## src/pmcp_pkg.sv

```systemverilog
package pmcp_pkg;
    // Address map of the protected spaces
    localparam logic [21:0] BOOT_END   = 22'h0001ff;
    localparam logic [21:0] BLK0_BASE  = 22'h000200;
    localparam logic [21:0] USER_END   = 22'h007fff;
    localparam logic [21:0] ID_BASE    = 22'h200000;
    localparam logic [21:0] ID_END     = 22'h200007;
    localparam logic [21:0] CFG_BASE   = 22'h300006;
    localparam logic [21:0] CFG_END    = 22'h30000d;
    localparam logic [21:0] DEVID_BASE = 22'h3ffffe;
    localparam logic [21:0] DEVID_END  = 22'h3fffff;
    // Block decode: four blocks on 8 KB boundaries plus the boot block
    localparam int          BLK_LSB    = 13;
    localparam logic [2:0]  BOOT_IDX   = 3'h4;
    localparam int          NBLK       = 5;
    localparam int          NCFG       = 8;
    // Protection register offsets
    localparam logic [21:0] FUSE_MODE_OFS    = 22'h300006;
    localparam logic [21:0] BLK_CP_OFS       = 22'h300008;
    localparam logic [21:0] BOOT_EE_CP_OFS   = 22'h300009;
    localparam logic [21:0] BLK_WP_OFS       = 22'h30000a;
    localparam logic [21:0] BOOT_EE_CFG_WP_OFS = 22'h30000b;
    localparam logic [21:0] BLK_TRP_OFS      = 22'h30000c;
    localparam logic [21:0] BOOT_TRP_OFS     = 22'h30000d;
    // Byte indices within the configuration window
    localparam logic [2:0]  IX_FUSE  = 3'h0;
    localparam logic [2:0]  IX_CP    = 3'h2;
    localparam logic [2:0]  IX_BCP   = 3'h3;
    localparam logic [2:0]  IX_WP    = 3'h4;
    localparam logic [2:0]  IX_BWP   = 3'h5;
    localparam logic [2:0]  IX_TRP   = 3'h6;
    localparam logic [2:0]  IX_BTRP  = 3'h7;
    // Field positions
    localparam int EE_CP_BIT   = 7;
    localparam int BOOT_BIT    = 6;
    localparam int EE_WP_BIT   = 7;
    localparam int CFG_WP_BIT  = 5;
    localparam int LVP_BIT     = 2;
    localparam int DEBUG_BIT   = 7;
    // Implemented bits per byte; unimplemented bits read zero
    localparam logic [7:0] CFG_MASK [NCFG] =
        '{8'h84, 8'h00, 8'h0f, 8'hc0, 8'h0f, 8'he0, 8'h0f, 8'h40};
    // Bits that only the programmer may clear
    localparam logic [7:0] PGM_ONLY [NCFG] =
        '{8'h04, 8'h00, 8'h00, 8'h00, 8'h00, 8'h20, 8'h00, 8'h00};
    // Bits that change only in a high-voltage session
    localparam logic [7:0] HV_ONLY [NCFG] =
        '{8'h04, 8'h00, 8'h00, 8'h00, 8'h00, 8'h00, 8'h00, 8'h00};

    typedef struct packed {
        logic        valid;
        logic        wr;
        logic [21:0] addr;
        logic [21:0] pc;
        logic [7:0]  wdata;
    } pmcp_cpu_req_t;

    typedef struct packed {
        logic        valid;
        logic        wr;
        logic        ee;
        logic        chip_erase;
        logic        block_erase;
        logic [2:0]  blk;
        logic [21:0] addr;
        logic [7:0]  wdata;
    } pmcp_pgm_req_t;

    typedef struct packed {
        logic       ack;
        logic       allow;
        logic [7:0] rdata;
    } pmcp_rsp_t;
endpackage

```

## src/pmcp_guard.sv

```systemverilog
// How it works
// - Bytes 000000h-0001FFh form the boot block with its own three bits.
// - Remaining memory decodes into four blocks at 200h, 2000h, 4000h, 6000h to 7FFFh.
// - Each of five blocks has code, write and table-read protect bits.
// - Code protect ignored for CPU; cleared bit blocks programmer reads and writes.
// - CPU table writes refused into a block whose write protect is 0.
// - Table-read bit 0: same-block reads get data, foreign reads return zeros.
// - Table access reaches user memory, device ID reads, config reads and writes.
// - Writes only clear protection bits; writing 1 over 0 keeps 0.
// - Bits return to 1 only by chip or block erase from the programmer.
// - EEPROM code protect blocks all programmer EEPROM reads and writes.
// - EEPROM write protect blocks programmer EEPROM writes, not reads.
// - CPU may always read and write the data EEPROM.
// - Config write protect guards config bytes against CPU writes only; CPU cannot change it.
// - Eight ID bytes 200000h-200007h are table accessible and always readable.
// - Debug bit 0 enables debug and reserves its pins and memory.
// - Low-voltage bit set dedicates entry pin; pin high enters programming.
// - Low-voltage enable reads 1 in an unprogrammed part.
// - High-voltage entry on master clear always accepted.
// - Low-voltage bit changes only in high-voltage sessions; 0 frees the pin.
`timescale 1ns/1ps
`default_nettype none
module pmcp_guard (
    input  wire logic                   sys_clk,
    input  wire logic                   srst,
    input  wire pmcp_pkg::pmcp_cpu_req_t cpu_req,
    input  wire logic [7:0]             mem_rdata,
    input  wire pmcp_pkg::pmcp_pgm_req_t pgm_req,
    input  wire logic [7:0]             pgm_mem_rdata,
    input  wire logic                   prog_entry_pin,
    input  wire logic                   master_clear_prog_voltage_pin,
    output var  pmcp_pkg::pmcp_rsp_t    cpu_rsp,
    output var  pmcp_pkg::pmcp_rsp_t    pgm_rsp,
    output logic                        prog_mode,
    output logic                        prog_pin_is_gpio,
    output logic                        debug_enable,
    output logic                        ee_cpu_allow
);
    // Pin synchronisers: first stage feeds only the second
    logic [2:0] pgm_pin_sync_reg;
    logic [2:0] hv_pin_sync_reg;
    logic       pgm_lvl_reg;
    logic       hv_lvl_reg;
    always_ff @(posedge sys_clk) begin
        pgm_pin_sync_reg <= {pgm_pin_sync_reg[1:0], prog_entry_pin};
        hv_pin_sync_reg  <= {hv_pin_sync_reg[1:0], master_clear_prog_voltage_pin};
    end

    // A level counts only once the last two stages agree
    always_ff @(posedge sys_clk) begin
        if (srst) begin
            pgm_lvl_reg <= 1'b0;
            hv_lvl_reg  <= 1'b0;
        end else begin
            if (pgm_pin_sync_reg[1] == pgm_pin_sync_reg[2]) begin
                pgm_lvl_reg <= pgm_pin_sync_reg[2];
            end
            if (hv_pin_sync_reg[1] == hv_pin_sync_reg[2]) begin
                hv_lvl_reg <= hv_pin_sync_reg[2];
            end
        end
    end

    // Block index: boot block below 200h, else address bits 14:13
    function automatic logic [2:0] blk_of(input logic [21:0] a);
        if (a <= pmcp_pkg::BOOT_END) begin
            blk_of = pmcp_pkg::BOOT_IDX;
        end else begin
            blk_of = {1'b0, a[pmcp_pkg::BLK_LSB+1:pmcp_pkg::BLK_LSB]};
        end
    endfunction

    // Protection bytes as seen by everyone
    logic [7:0]          cfg_vec [pmcp_pkg::NCFG];
    logic [pmcp_pkg::NBLK-1:0] cp_bits;
    logic [pmcp_pkg::NBLK-1:0] wp_bits;
    logic [pmcp_pkg::NBLK-1:0] trp_bits;
    wire logic ee_cp  = cfg_vec[pmcp_pkg::IX_BCP][pmcp_pkg::EE_CP_BIT];
    wire logic ee_wp  = cfg_vec[pmcp_pkg::IX_BWP][pmcp_pkg::EE_WP_BIT];
    wire logic cfg_wp = cfg_vec[pmcp_pkg::IX_BWP][pmcp_pkg::CFG_WP_BIT];
    wire logic lvp_en = cfg_vec[pmcp_pkg::IX_FUSE][pmcp_pkg::LVP_BIT];
    wire logic dbg_n  = cfg_vec[pmcp_pkg::IX_FUSE][pmcp_pkg::DEBUG_BIT];
    // Three bits per block, boot block at index four
    assign cp_bits  = {cfg_vec[pmcp_pkg::IX_BCP][pmcp_pkg::BOOT_BIT],
                       cfg_vec[pmcp_pkg::IX_CP][3:0]};
    assign wp_bits  = {cfg_vec[pmcp_pkg::IX_BWP][pmcp_pkg::BOOT_BIT],
                       cfg_vec[pmcp_pkg::IX_WP][3:0]};
    assign trp_bits = {cfg_vec[pmcp_pkg::IX_BTRP][pmcp_pkg::BOOT_BIT],
                       cfg_vec[pmcp_pkg::IX_TRP][3:0]};

    // CPU side address classes
    wire logic        cpu_user  = cpu_req.addr <= pmcp_pkg::USER_END;
    wire logic        cpu_id    = cpu_req.addr >= pmcp_pkg::ID_BASE &&
                                  cpu_req.addr <= pmcp_pkg::ID_END;
    wire logic        cpu_cfg   = cpu_req.addr >= pmcp_pkg::CFG_BASE &&
                                  cpu_req.addr <= pmcp_pkg::CFG_END;
    wire logic        cpu_devid = cpu_req.addr >= pmcp_pkg::DEVID_BASE;
    wire logic [21:0] cpu_off   = cpu_req.addr - pmcp_pkg::CFG_BASE;
    wire logic [2:0]  cpu_tgt   = blk_of(cpu_req.addr);
    wire logic [2:0]  cpu_src   = blk_of(cpu_req.pc);
    wire logic        same_blk  = cpu_req.pc <= pmcp_pkg::USER_END &&
                                  cpu_tgt == cpu_src;
    // Code protect plays no part here: it only guards the programmer path
    wire logic cpu_rd_ok = cpu_user ? (trp_bits[cpu_tgt] | same_blk) : 1'b1;
    wire logic cpu_wr_ok = cpu_user ? wp_bits[cpu_tgt] :
                           cpu_id   ? 1'b1 :
                           cpu_cfg  ? cfg_wp : 1'b0;
    wire logic [7:0] cpu_src_data =
        (cpu_user || cpu_id || cpu_devid) ? mem_rdata :
        cpu_cfg ? cfg_vec[cpu_off[2:0]] : 8'h00;
    wire logic [7:0] cpu_rd_data = cpu_rd_ok ? cpu_src_data : 8'h00;
    wire logic cpu_cfg_clr = cpu_req.valid && cpu_req.wr && cpu_cfg && cfg_wp;

    // Programmer side: only acts inside a programming session
    wire logic        pgm_act   = pgm_req.valid && prog_mode;
    wire logic        pgm_user  = pgm_req.addr <= pmcp_pkg::USER_END;
    wire logic        pgm_id    = pgm_req.addr >= pmcp_pkg::ID_BASE &&
                                  pgm_req.addr <= pmcp_pkg::ID_END;
    wire logic        pgm_cfg   = pgm_req.addr >= pmcp_pkg::CFG_BASE &&
                                  pgm_req.addr <= pmcp_pkg::CFG_END;
    wire logic        pgm_devid = pgm_req.addr >= pmcp_pkg::DEVID_BASE;
    wire logic [21:0] pgm_off   = pgm_req.addr - pmcp_pkg::CFG_BASE;
    wire logic [2:0]  pgm_tgt   = blk_of(pgm_req.addr);
    wire logic pgm_rd_ok = pgm_req.ee ? ee_cp :
                           pgm_user   ? cp_bits[pgm_tgt] :
                           1'b1;
    wire logic pgm_wr_ok = pgm_req.ee ? (ee_cp & ee_wp) :
                           pgm_user   ? (cp_bits[pgm_tgt] & wp_bits[pgm_tgt]) :
                           (pgm_id || pgm_cfg);
    wire logic [7:0] pgm_src_data =
        (pgm_req.ee || pgm_user || pgm_id || pgm_devid) ? pgm_mem_rdata :
        pgm_cfg ? cfg_vec[pgm_off[2:0]] : 8'h00;
    wire logic [7:0] pgm_rd_data = pgm_rd_ok ? pgm_src_data : 8'h00;
    wire logic pgm_cfg_clr = pgm_act && pgm_req.wr && !pgm_req.ee && pgm_cfg;
    wire logic chip_erase  = pgm_act && pgm_req.chip_erase;
    wire logic block_erase = pgm_act && pgm_req.block_erase && pgm_req.blk <= pmcp_pkg::BOOT_IDX;

    // Protection bytes: held through srst, erased state has every implemented bit at one
    genvar gi;
    generate
        for (gi = 0; gi < pmcp_pkg::NCFG; gi++) begin : g_cfg
            logic [7:0] byte_reg = pmcp_pkg::CFG_MASK[gi];
            wire logic [7:0] cpu_wm = pmcp_pkg::CFG_MASK[gi] & ~pmcp_pkg::PGM_ONLY[gi];
            wire logic [7:0] pgm_wm = pmcp_pkg::CFG_MASK[gi] &
                                      (hv_lvl_reg ? 8'hff : ~pmcp_pkg::HV_ONLY[gi]);
            wire logic cpu_hit = cpu_cfg_clr && cpu_off[2:0] == 3'(gi);
            wire logic pgm_hit = pgm_cfg_clr && pgm_off[2:0] == 3'(gi);
            wire logic [7:0] cpu_keep = cpu_hit ? (cpu_req.wdata | ~cpu_wm) : 8'hff;
            wire logic [7:0] pgm_keep = pgm_hit ? (pgm_req.wdata | ~pgm_wm) : 8'hff;
            wire logic blk_byte = (3'(gi) == pmcp_pkg::IX_CP || 3'(gi) == pmcp_pkg::IX_WP ||
                                   3'(gi) == pmcp_pkg::IX_TRP);
            wire logic boot_byte = (3'(gi) == pmcp_pkg::IX_BCP || 3'(gi) == pmcp_pkg::IX_BWP ||
                                    3'(gi) == pmcp_pkg::IX_BTRP);
            wire logic [7:0] blk_set =
                !block_erase ? 8'h00 :
                (pgm_req.blk == pmcp_pkg::BOOT_IDX) ?
                    (boot_byte ? (8'h01 << pmcp_pkg::BOOT_BIT) : 8'h00) :
                    (blk_byte ? (8'h01 << pgm_req.blk[1:0]) : 8'h00);
            wire logic [7:0] set_bits = chip_erase ? pmcp_pkg::CFG_MASK[gi] : blk_set;
            // Erase wins over a same-cycle clear
            wire logic [7:0] byte_next = ((byte_reg & cpu_keep & pgm_keep) | set_bits) &
                                         pmcp_pkg::CFG_MASK[gi];
            always_ff @(posedge sys_clk) begin
                byte_reg <= byte_next;
            end
            assign cfg_vec[gi] = byte_reg;
        end
    endgenerate

    // Registered answers, one cycle after each request
    always_ff @(posedge sys_clk) begin
        if (srst) begin
            cpu_rsp <= '0;
            pgm_rsp <= '0;
        end else begin
            cpu_rsp.ack   <= cpu_req.valid;
            cpu_rsp.allow <= cpu_req.valid && (cpu_req.wr ? cpu_wr_ok : cpu_rd_ok);
            cpu_rsp.rdata <= (cpu_req.valid && !cpu_req.wr) ? cpu_rd_data : 8'h00;
            pgm_rsp.ack   <= pgm_act;
            pgm_rsp.allow <= pgm_act && (pgm_req.chip_erase || pgm_req.block_erase ||
                             (pgm_req.wr ? pgm_wr_ok : pgm_rd_ok));
            pgm_rsp.rdata <= (pgm_act && !pgm_req.wr) ? pgm_rd_data : 8'h00;
        end
    end

    // Mode outputs: high voltage always enters, low voltage only when enabled
    always_ff @(posedge sys_clk) begin
        if (srst) begin
            prog_mode        <= 1'b0;
            prog_pin_is_gpio <= 1'b0;
            debug_enable     <= 1'b0;
            ee_cpu_allow     <= 1'b0;
        end else begin
            prog_mode        <= hv_lvl_reg | (lvp_en & pgm_lvl_reg);
            prog_pin_is_gpio <= ~lvp_en;
            debug_enable     <= ~dbg_n;
            ee_cpu_allow     <= 1'b1;
        end
    end

    wire logic [63:0] cfg_flat = {cfg_vec[7], cfg_vec[6], cfg_vec[5], cfg_vec[4],
                                  cfg_vec[3], cfg_vec[2], cfg_vec[1], cfg_vec[0]};
    wire logic cpu_foreign = cpu_req.valid && !cpu_req.wr && cpu_user &&
                             !trp_bits[cpu_tgt] && !same_blk;
endmodule // pmcp_guard
`default_nettype wire

```

## config.mk

```make
export PLATFORM = sky130hd
export DESIGN_NAME = pmcp_guard
export DESIGN_NICKNAME = d
export VERILOG_FILES = /design/src/pmcp_pkg.sv /design/src/pmcp_guard.sv
export SDC_FILE = /design/constraint.sdc
export NUM_CORES = 1
export LEC_CHECK = 0
export ABC_AREA = 1
export BUFFER_PORTS_ARGS = -buffer_cell sky130_fd_sc_hd__buf_4
export CORE_MARGIN = 8
export CORE_UTILIZATION = 45
export CTS_CLUSTER_SIZE = 40
export DETAILED_ROUTE_END_ITERATION = 7
export GPL_ROUTABILITY_DRIVEN = 0
export PLACE_DENSITY = 0.76
export SKIP_CTS_REPAIR_TIMING = 1
export SYNTH_ARGS = -nofsm -noshare
export SYNTH_HDL_FRONTEND = slang
export SYNTH_SLANG_ARGS = --single-unit
```

## constraint.sdc

```tcl
create_clock -name sys_clk -period 2.3 [get_ports sys_clk]
set_clock_uncertainty 0.1 [all_clocks]
set_input_delay 0.115 -clock sys_clk [delete_from_list [all_inputs] [get_ports sys_clk]]
set_output_delay 0.115 -clock sys_clk [all_outputs]
set_load 0.1 [all_outputs]
```

==> results of run 1 <==
-- worst max-delay path, cell delays in order (launching register included) --
cell     delay, ns
dfxtp_1       0.47
inv_1         0.16
nor3_4        0.48
nand4_1       0.18
nand3_1       0.11
nand2_1       0.05
-- kinds of logic after synthesis --
| family | Yosys count | share of synthesized area [%] |
|---|---|---|
| AND/OR/NAND/NOR | 309 | 45.5 |
| buffers and inverters | 72 | 9.05 |
| adder cells (fa/ha/maj) | 2 | 0.774 |
| AO/OA/AOI/OAI | 71 | 12.0 |
| flip-flops | 52 | 32.2 |
| XOR/XNOR | 2 | 0.542 |
-- per-layer routing --
metal	vias to the layer above	GRT usage, %	routed length, um
met4	0	5.35	204
met5	-	0	0
met1	1710	23.5	4330
met2	155	35.0	5180
li1	1957	-	-
met3	24	4.01	814
-- report_power, final --
part | internal, mW | leakage (nW) | switching, mW | total, mW
sequential | 1.01 | 0.429 | 0.120 | 1.13
combinational | 0.282 | 1.76 | 0.385 | 0.667
clock | 0.231 | 0.0511 | 0.345 | 0.576
total | 1.53 | 2.24 | 0.850 | 2.38
-- final cells by class --
cell class,instances,area (sq um)
clock inverters,3,28.8
multi-input cells,384,1900
repair buffers,146,1150
clock buffers,5,68.8
flip-flops and latches,52,1040
well taps,99,124
fillers,655,2550
inverters,64,240
-- worst min path at each step --
stage / slack, ns / cells past startpoint / to / start
2_1_floorplan: 0.04 / 0 / hv_pin_sync_reg[0] / master_clear_prog_voltage_pin
3_3_place_gp: 0.12 / 1 / pgm_pin_sync_reg[0] / prog_entry_pin
3_5_place_dp: 0.12 / 1 / hv_pin_sync_reg[0] / master_clear_prog_voltage_pin
4_1_cts: -0.21 / 1 / hv_pin_sync_reg[0] / master_clear_prog_voltage_pin
5_1_grt: 0.03 / 3 / cpu_rsp[6] / mem_rdata[6]
6_report: -0.02 / 3 / pgm_rsp[2] / pgm_mem_rdata[2]
-- cells in the mapped netlist (3+ instances only) --
library cell	n	area (sq um)
o21ai_1	4	20.0
inv_1	61	229
o21ai_0	33	165
o22ai_1	3	18.8
a21oi_1	20	100
nand2_1	120	450
buf_2	6	30.0
nand2_2	5	31.3
a22oi_1	6	45.0
inv_2	3	11.3
nand4_1	19	119
o31ai_1	3	22.5
nor2_1	69	259
nor3_1	10	50.1
nand3_1	62	310
nor2_2	8	50.1
nor2_4	4	45.0
dfxtp_1	52	1040
-- metrics by stage --
| stage | instance area (sq um) | hold WS [ns] | utilization [%] | setup WS [ns] |
|---|---|---|---|---|
| final | 4550 | -0.0188 | 64.1 | 0.654 |
| after global routing | 4550 | 0.0293 | 64.1 | 0.465 |
| after CTS | 4340 | -0.210 | 61.2 | 0.680 |
| after detailed placement | 4240 | 0.121 | 59.8 | 0.425 |
| after global placement | 4240 | 0.121 | 59.8 | 0.465 |
| after floorplan | 3230 | 0.0427 | - | 0.263 |
==> run metrics, run 1 <==
run status finished with violations; failing checks hold timing; register bit count reported by yosys 52; vias in the first global route 3652; clock buffer depth 2; EDFF count, synth 0; Startpoint Class register; most frequent cells in the layout buf_4, nand2_1, nor2_1, nand3_1, inv_1; Critical path origin g_cfg[5].byte_reg[5]; end of the critical path g_cfg[4].byte_reg[2]; Post-Syn Nets 622; period utilization 71.6%; post-layout min period 1.65 ns; Hold Slack -0.0188 ns; Critical R2R Launch g_cfg[5].byte_reg[5]; worst min-delay path class primary input to register; vias post-DR 3846; Rows 31; Ys Warns 0; routed len/inst 14.0 um; CTS tree built; Post-synth ARST share 0%; Core ar. 7100 sq um; Pwr Density 522 nW/um^2; max-cap violations 0; clock-pin slew on the worst setup and hold paths 0.11 ns; die area 10200 sq um; most used flip-flop cell after synthesis dfxtp_1; area delta synth->final 40.7%; CP arrival 1.77 ns; first-pass GRT wire length 16.5 mm; Leak 2.24 nW; slew of the pin with the lowest slew margin 0.508 ns; Final Hold Viols 2; GRT Util Overall 19.8%; worst r2r dst g_cfg[4].byte_reg[2]; worst skew pair latency 0.31 ns; DP Cell Count 724; DRC 0; fin nets 767; clock sink count 52; chip width 101 um; max reg flops 20; Synth Area per Inst 6.37 sq um; VDD IR-drop max 0.330 mV; total grt overflow 0; Critical Path RT 2.42 ns; RSZ-0062 raised after global routing false; Ant. Diodes 0; CTS buffer count 5; largest net degree at the start of global routing 20; Cell variety after synth 32; Crit. End Element register; Port Buffers 123; FF-to-FF setup slack 0.65 ns; setup TNS 0 ns; share of layout cells above drive strength 1 24.9%; Setup CP Type register to register; Seq/Total Area, Yosys 32.2%; Post-DRT Antenna Nets 0; fmax 607 MHz; crit path max fanout 13; commonest non-fill, non-tap cell in the layout buf_4; DR iter-0 viols 265; initial antenna violation count 0; Gate Count Post-Synth 508; Final Slew Violations 0; Final setup viols 0; synthesized area 3230 sq um; starting density of the core 45.6%; Total Wirelength 10.5 mm; First-pass DRT Iterations 5; Register-to-Register Path Depth 5; Tot Pwr 2.38 mW; Vias/cell 5.11; Root Buffer clkbuf_8; H-tree depth 2; I/O pin cnt 136; fin cells 753; DP HPWL 8.39 mm; Die Y 101 um; Slew HR 65.9%
Power figures use the tool's default switching activity.
==> run 2, diff against run 1 <==
Settings changed: CORE_UTILIZATION 45 to 44, PLACE_DENSITY 0.76 to 0.77.
Clock period 2.3 ns to 1.5 ns, I/O delays scaled along.
==> run 2 against run 1 <==
- the run still ends with hold timing left
- first-iteration DRC count increased by 8.7%
- clock-buffer cell count unchanged
- largest power group unchanged
- combinational power increased by 74%
==> run metrics, run 2 (synthesis results as in run 1) <==
total grt overflow 0 (unchanged); first-pass GRT wire length 16.9 mm (+2.6%); Tot Pwr 3.74 mW (+57%); CP arrival 1.54 ns (-0.23 ns); met3 wire length 863 um (+6.0%); Setup CP Type register to register; die area 10400 sq um (+1.9%); Vias/cell 5.15 (+0.86%); Critical Path RT 1.65 ns (-0.77 ns); run status finished with violations; crit path setup slack, layout 0.113 ns (-0.541 ns); clock-pin slew on the worst setup and hold paths 0.10 ns (about the same); DP HPWL 9.01 mm (+7.3%); Slew HR 73.8% (+7.9 points); Rows 31 (unchanged); crit path max fanout 4 (-9); largest net degree at the start of global routing 19 (-5.0%); Final Hold Viols 7 (+5); Post-DRT Antenna Nets 0 (unchanged); Crit. End Element register; number of fillers in the final layout 651 (-0.61%); Final setup viols 0 (unchanged); post-layout min period 1.39 ns (-0.259 ns); fmax 721 MHz (+19%); H-tree depth 2 (unchanged); Register-to-Register Path Depth 8 (+3); CP cell instances nand2_1, nor2_1, nand3_1, nand2_1, nand3_1, nand3_1, nand2_1, a21oi_1; most frequent cells in the layout buf_4, nand2_1, nor2_1, inv_1, nand3_1; setup TNS 0 ns (unchanged); Core ar. 7180 sq um (+1.1%); CTS tree built; I/O pin cnt 136 (unchanged); First-pass DRT Iterations 5 (unchanged); vias post-DR 4049 (+5.3%); Crit-path slowest cell dfxtp_1; VDD IR-drop max 0.632 mV (+92%); Leak 2.40 nW (+7.1%); CP peak stage delay 0.42 ns (-0.06 ns); failing checks hold timing; share of layout cells above drive strength 1 29.5% (+4.6 points); Ant. Diodes 0 (unchanged); Startpoint Class register; Pwr Density 770 nW/um^2 (+48%); initial antenna violation count 0 (unchanged); chip width 102 um (+0.95%); DP Worst Slack -0.0876 ns (-0.513 ns); top layer in use met4; routed len/inst 14.3 um (+2.1%); period utilization 92.5% (+21 points); commonest non-fill, non-tap cell in the layout buf_4; Root Buffer clkbuf_8; Hold Path Depth 3 (unchanged); Die Y 102 um (+0.95%); fin nets 800 (+4.3%); worst min-delay path class primary input to register; Total Wirelength 11.2 mm (+6.5%); Port Buffers 123 (unchanged); GRT Util Overall 20.1% (+0.30 points); RSZ-0062 raised after global routing false; fin util 67.7% (+3.5 points); DR iter-0 viols 288 (+8.7%); DRC 0 (unchanged); worst skew pair latency 0.31 ns (about the same); Final Slew Violations 0 (unchanged); area delta synth->final 50.1%; CTS buffer count 5 (unchanged); max-cap violations 0 (unchanged); clock buffer depth 2 (unchanged); slew of the pin with the lowest slew margin 0.390 ns (-0.118 ns); clock sink count 52 (unchanged); max reg flops 20 (unchanged); starting density of the core 45.1% (-0.49 points); met2 wire length 5.68 mm (+9.6%); vias in the first global route 3785 (+3.6%); Hold Slack -0.0287 ns (-0.00994 ns); met1 WL 4.50 mm (+4.0%)
==> run 2: cell count changes in the layout (fill, tap and decap cells not counted), moves of 2 or more <==
cell / previous run / this run
dfxtp_2: 0 / 3
inv_6: 2 / 0
nand3_1: 62 / 60
nor2_2: 8 / 10
buf_4: 125 / 154
o21ai_0: 33 / 30
o21ai_1: 4 / 6
dfxtp_1: 52 / 48
dlygate4sd3_1: 21 / 24
nor2_1: 69 / 67
==> run 2: final timing paths <==
| kind | from | end | slack [ns] |
|---|---|---|---|
| setup / recovery | g_cfg[3].byte_reg[6] | pgm_rsp[8] | 0.11 |
| setup reg to reg | g_cfg[3].byte_reg[6] | pgm_rsp[8] | 0.11 |
| hold / removal | cpu_req[52] | cpu_rsp[8] | -0.03 |
| hold reg to reg | hv_pin_sync_reg[0] | hv_pin_sync_reg[1] | 0.24 |
==> run 2: per-stage QoR <==
stage / std cells / area [sq um]
2_1_floorplan: 508 / 3240
3_3_place_gp: 754 / 4490
3_5_place_dp: 754 / 4490
4_1_cts: 762 / 4590
5_1_grt: 786 / 4850
6_report: 786 / 4850
==> run 2: cell type report <==
cell class | instances | area, sq um | area share (%)
clock inverter | 3 | 27.5 | 0.567
timing repair buffer | 179 | 1420 | 29.2
multi-input combinational | 384 | 1930 | 39.7
inverter | 64 | 240 | 4.95
clock buffer | 5 | 68.8 | 1.42
sequential | 52 | 1050 | 21.6
tap | 99 | 124 | 2.55
==> run 2: report_power, final <==
part | leakage [nW] | total, mW | internal [mW] | switching [mW]
combinational | 1.93 | 1.16 | 0.510 | 0.648
clock | 0.0463 | 0.850 | 0.343 | 0.506
sequential | 0.429 | 1.73 | 1.56 | 0.172
==> run 2: critical path, delay by kind of cell (launching register included) <==
| kind | cells | cell delay (ns) |
|---|---|---|
| AND/OR/NAND/NOR | 7 | 0.70 |
| flip-flops | 1 | 0.42 |
| AO/OA/AOI/OAI | 1 | 0.12 |
==> run 2: metal layers <==
layer	global-route usage (%)	vias to the layer above
li1	-	2028
met1	23.3	1830
met2	36.2	168
met3	4.19	23
met4	5.50	0
met5	0	-
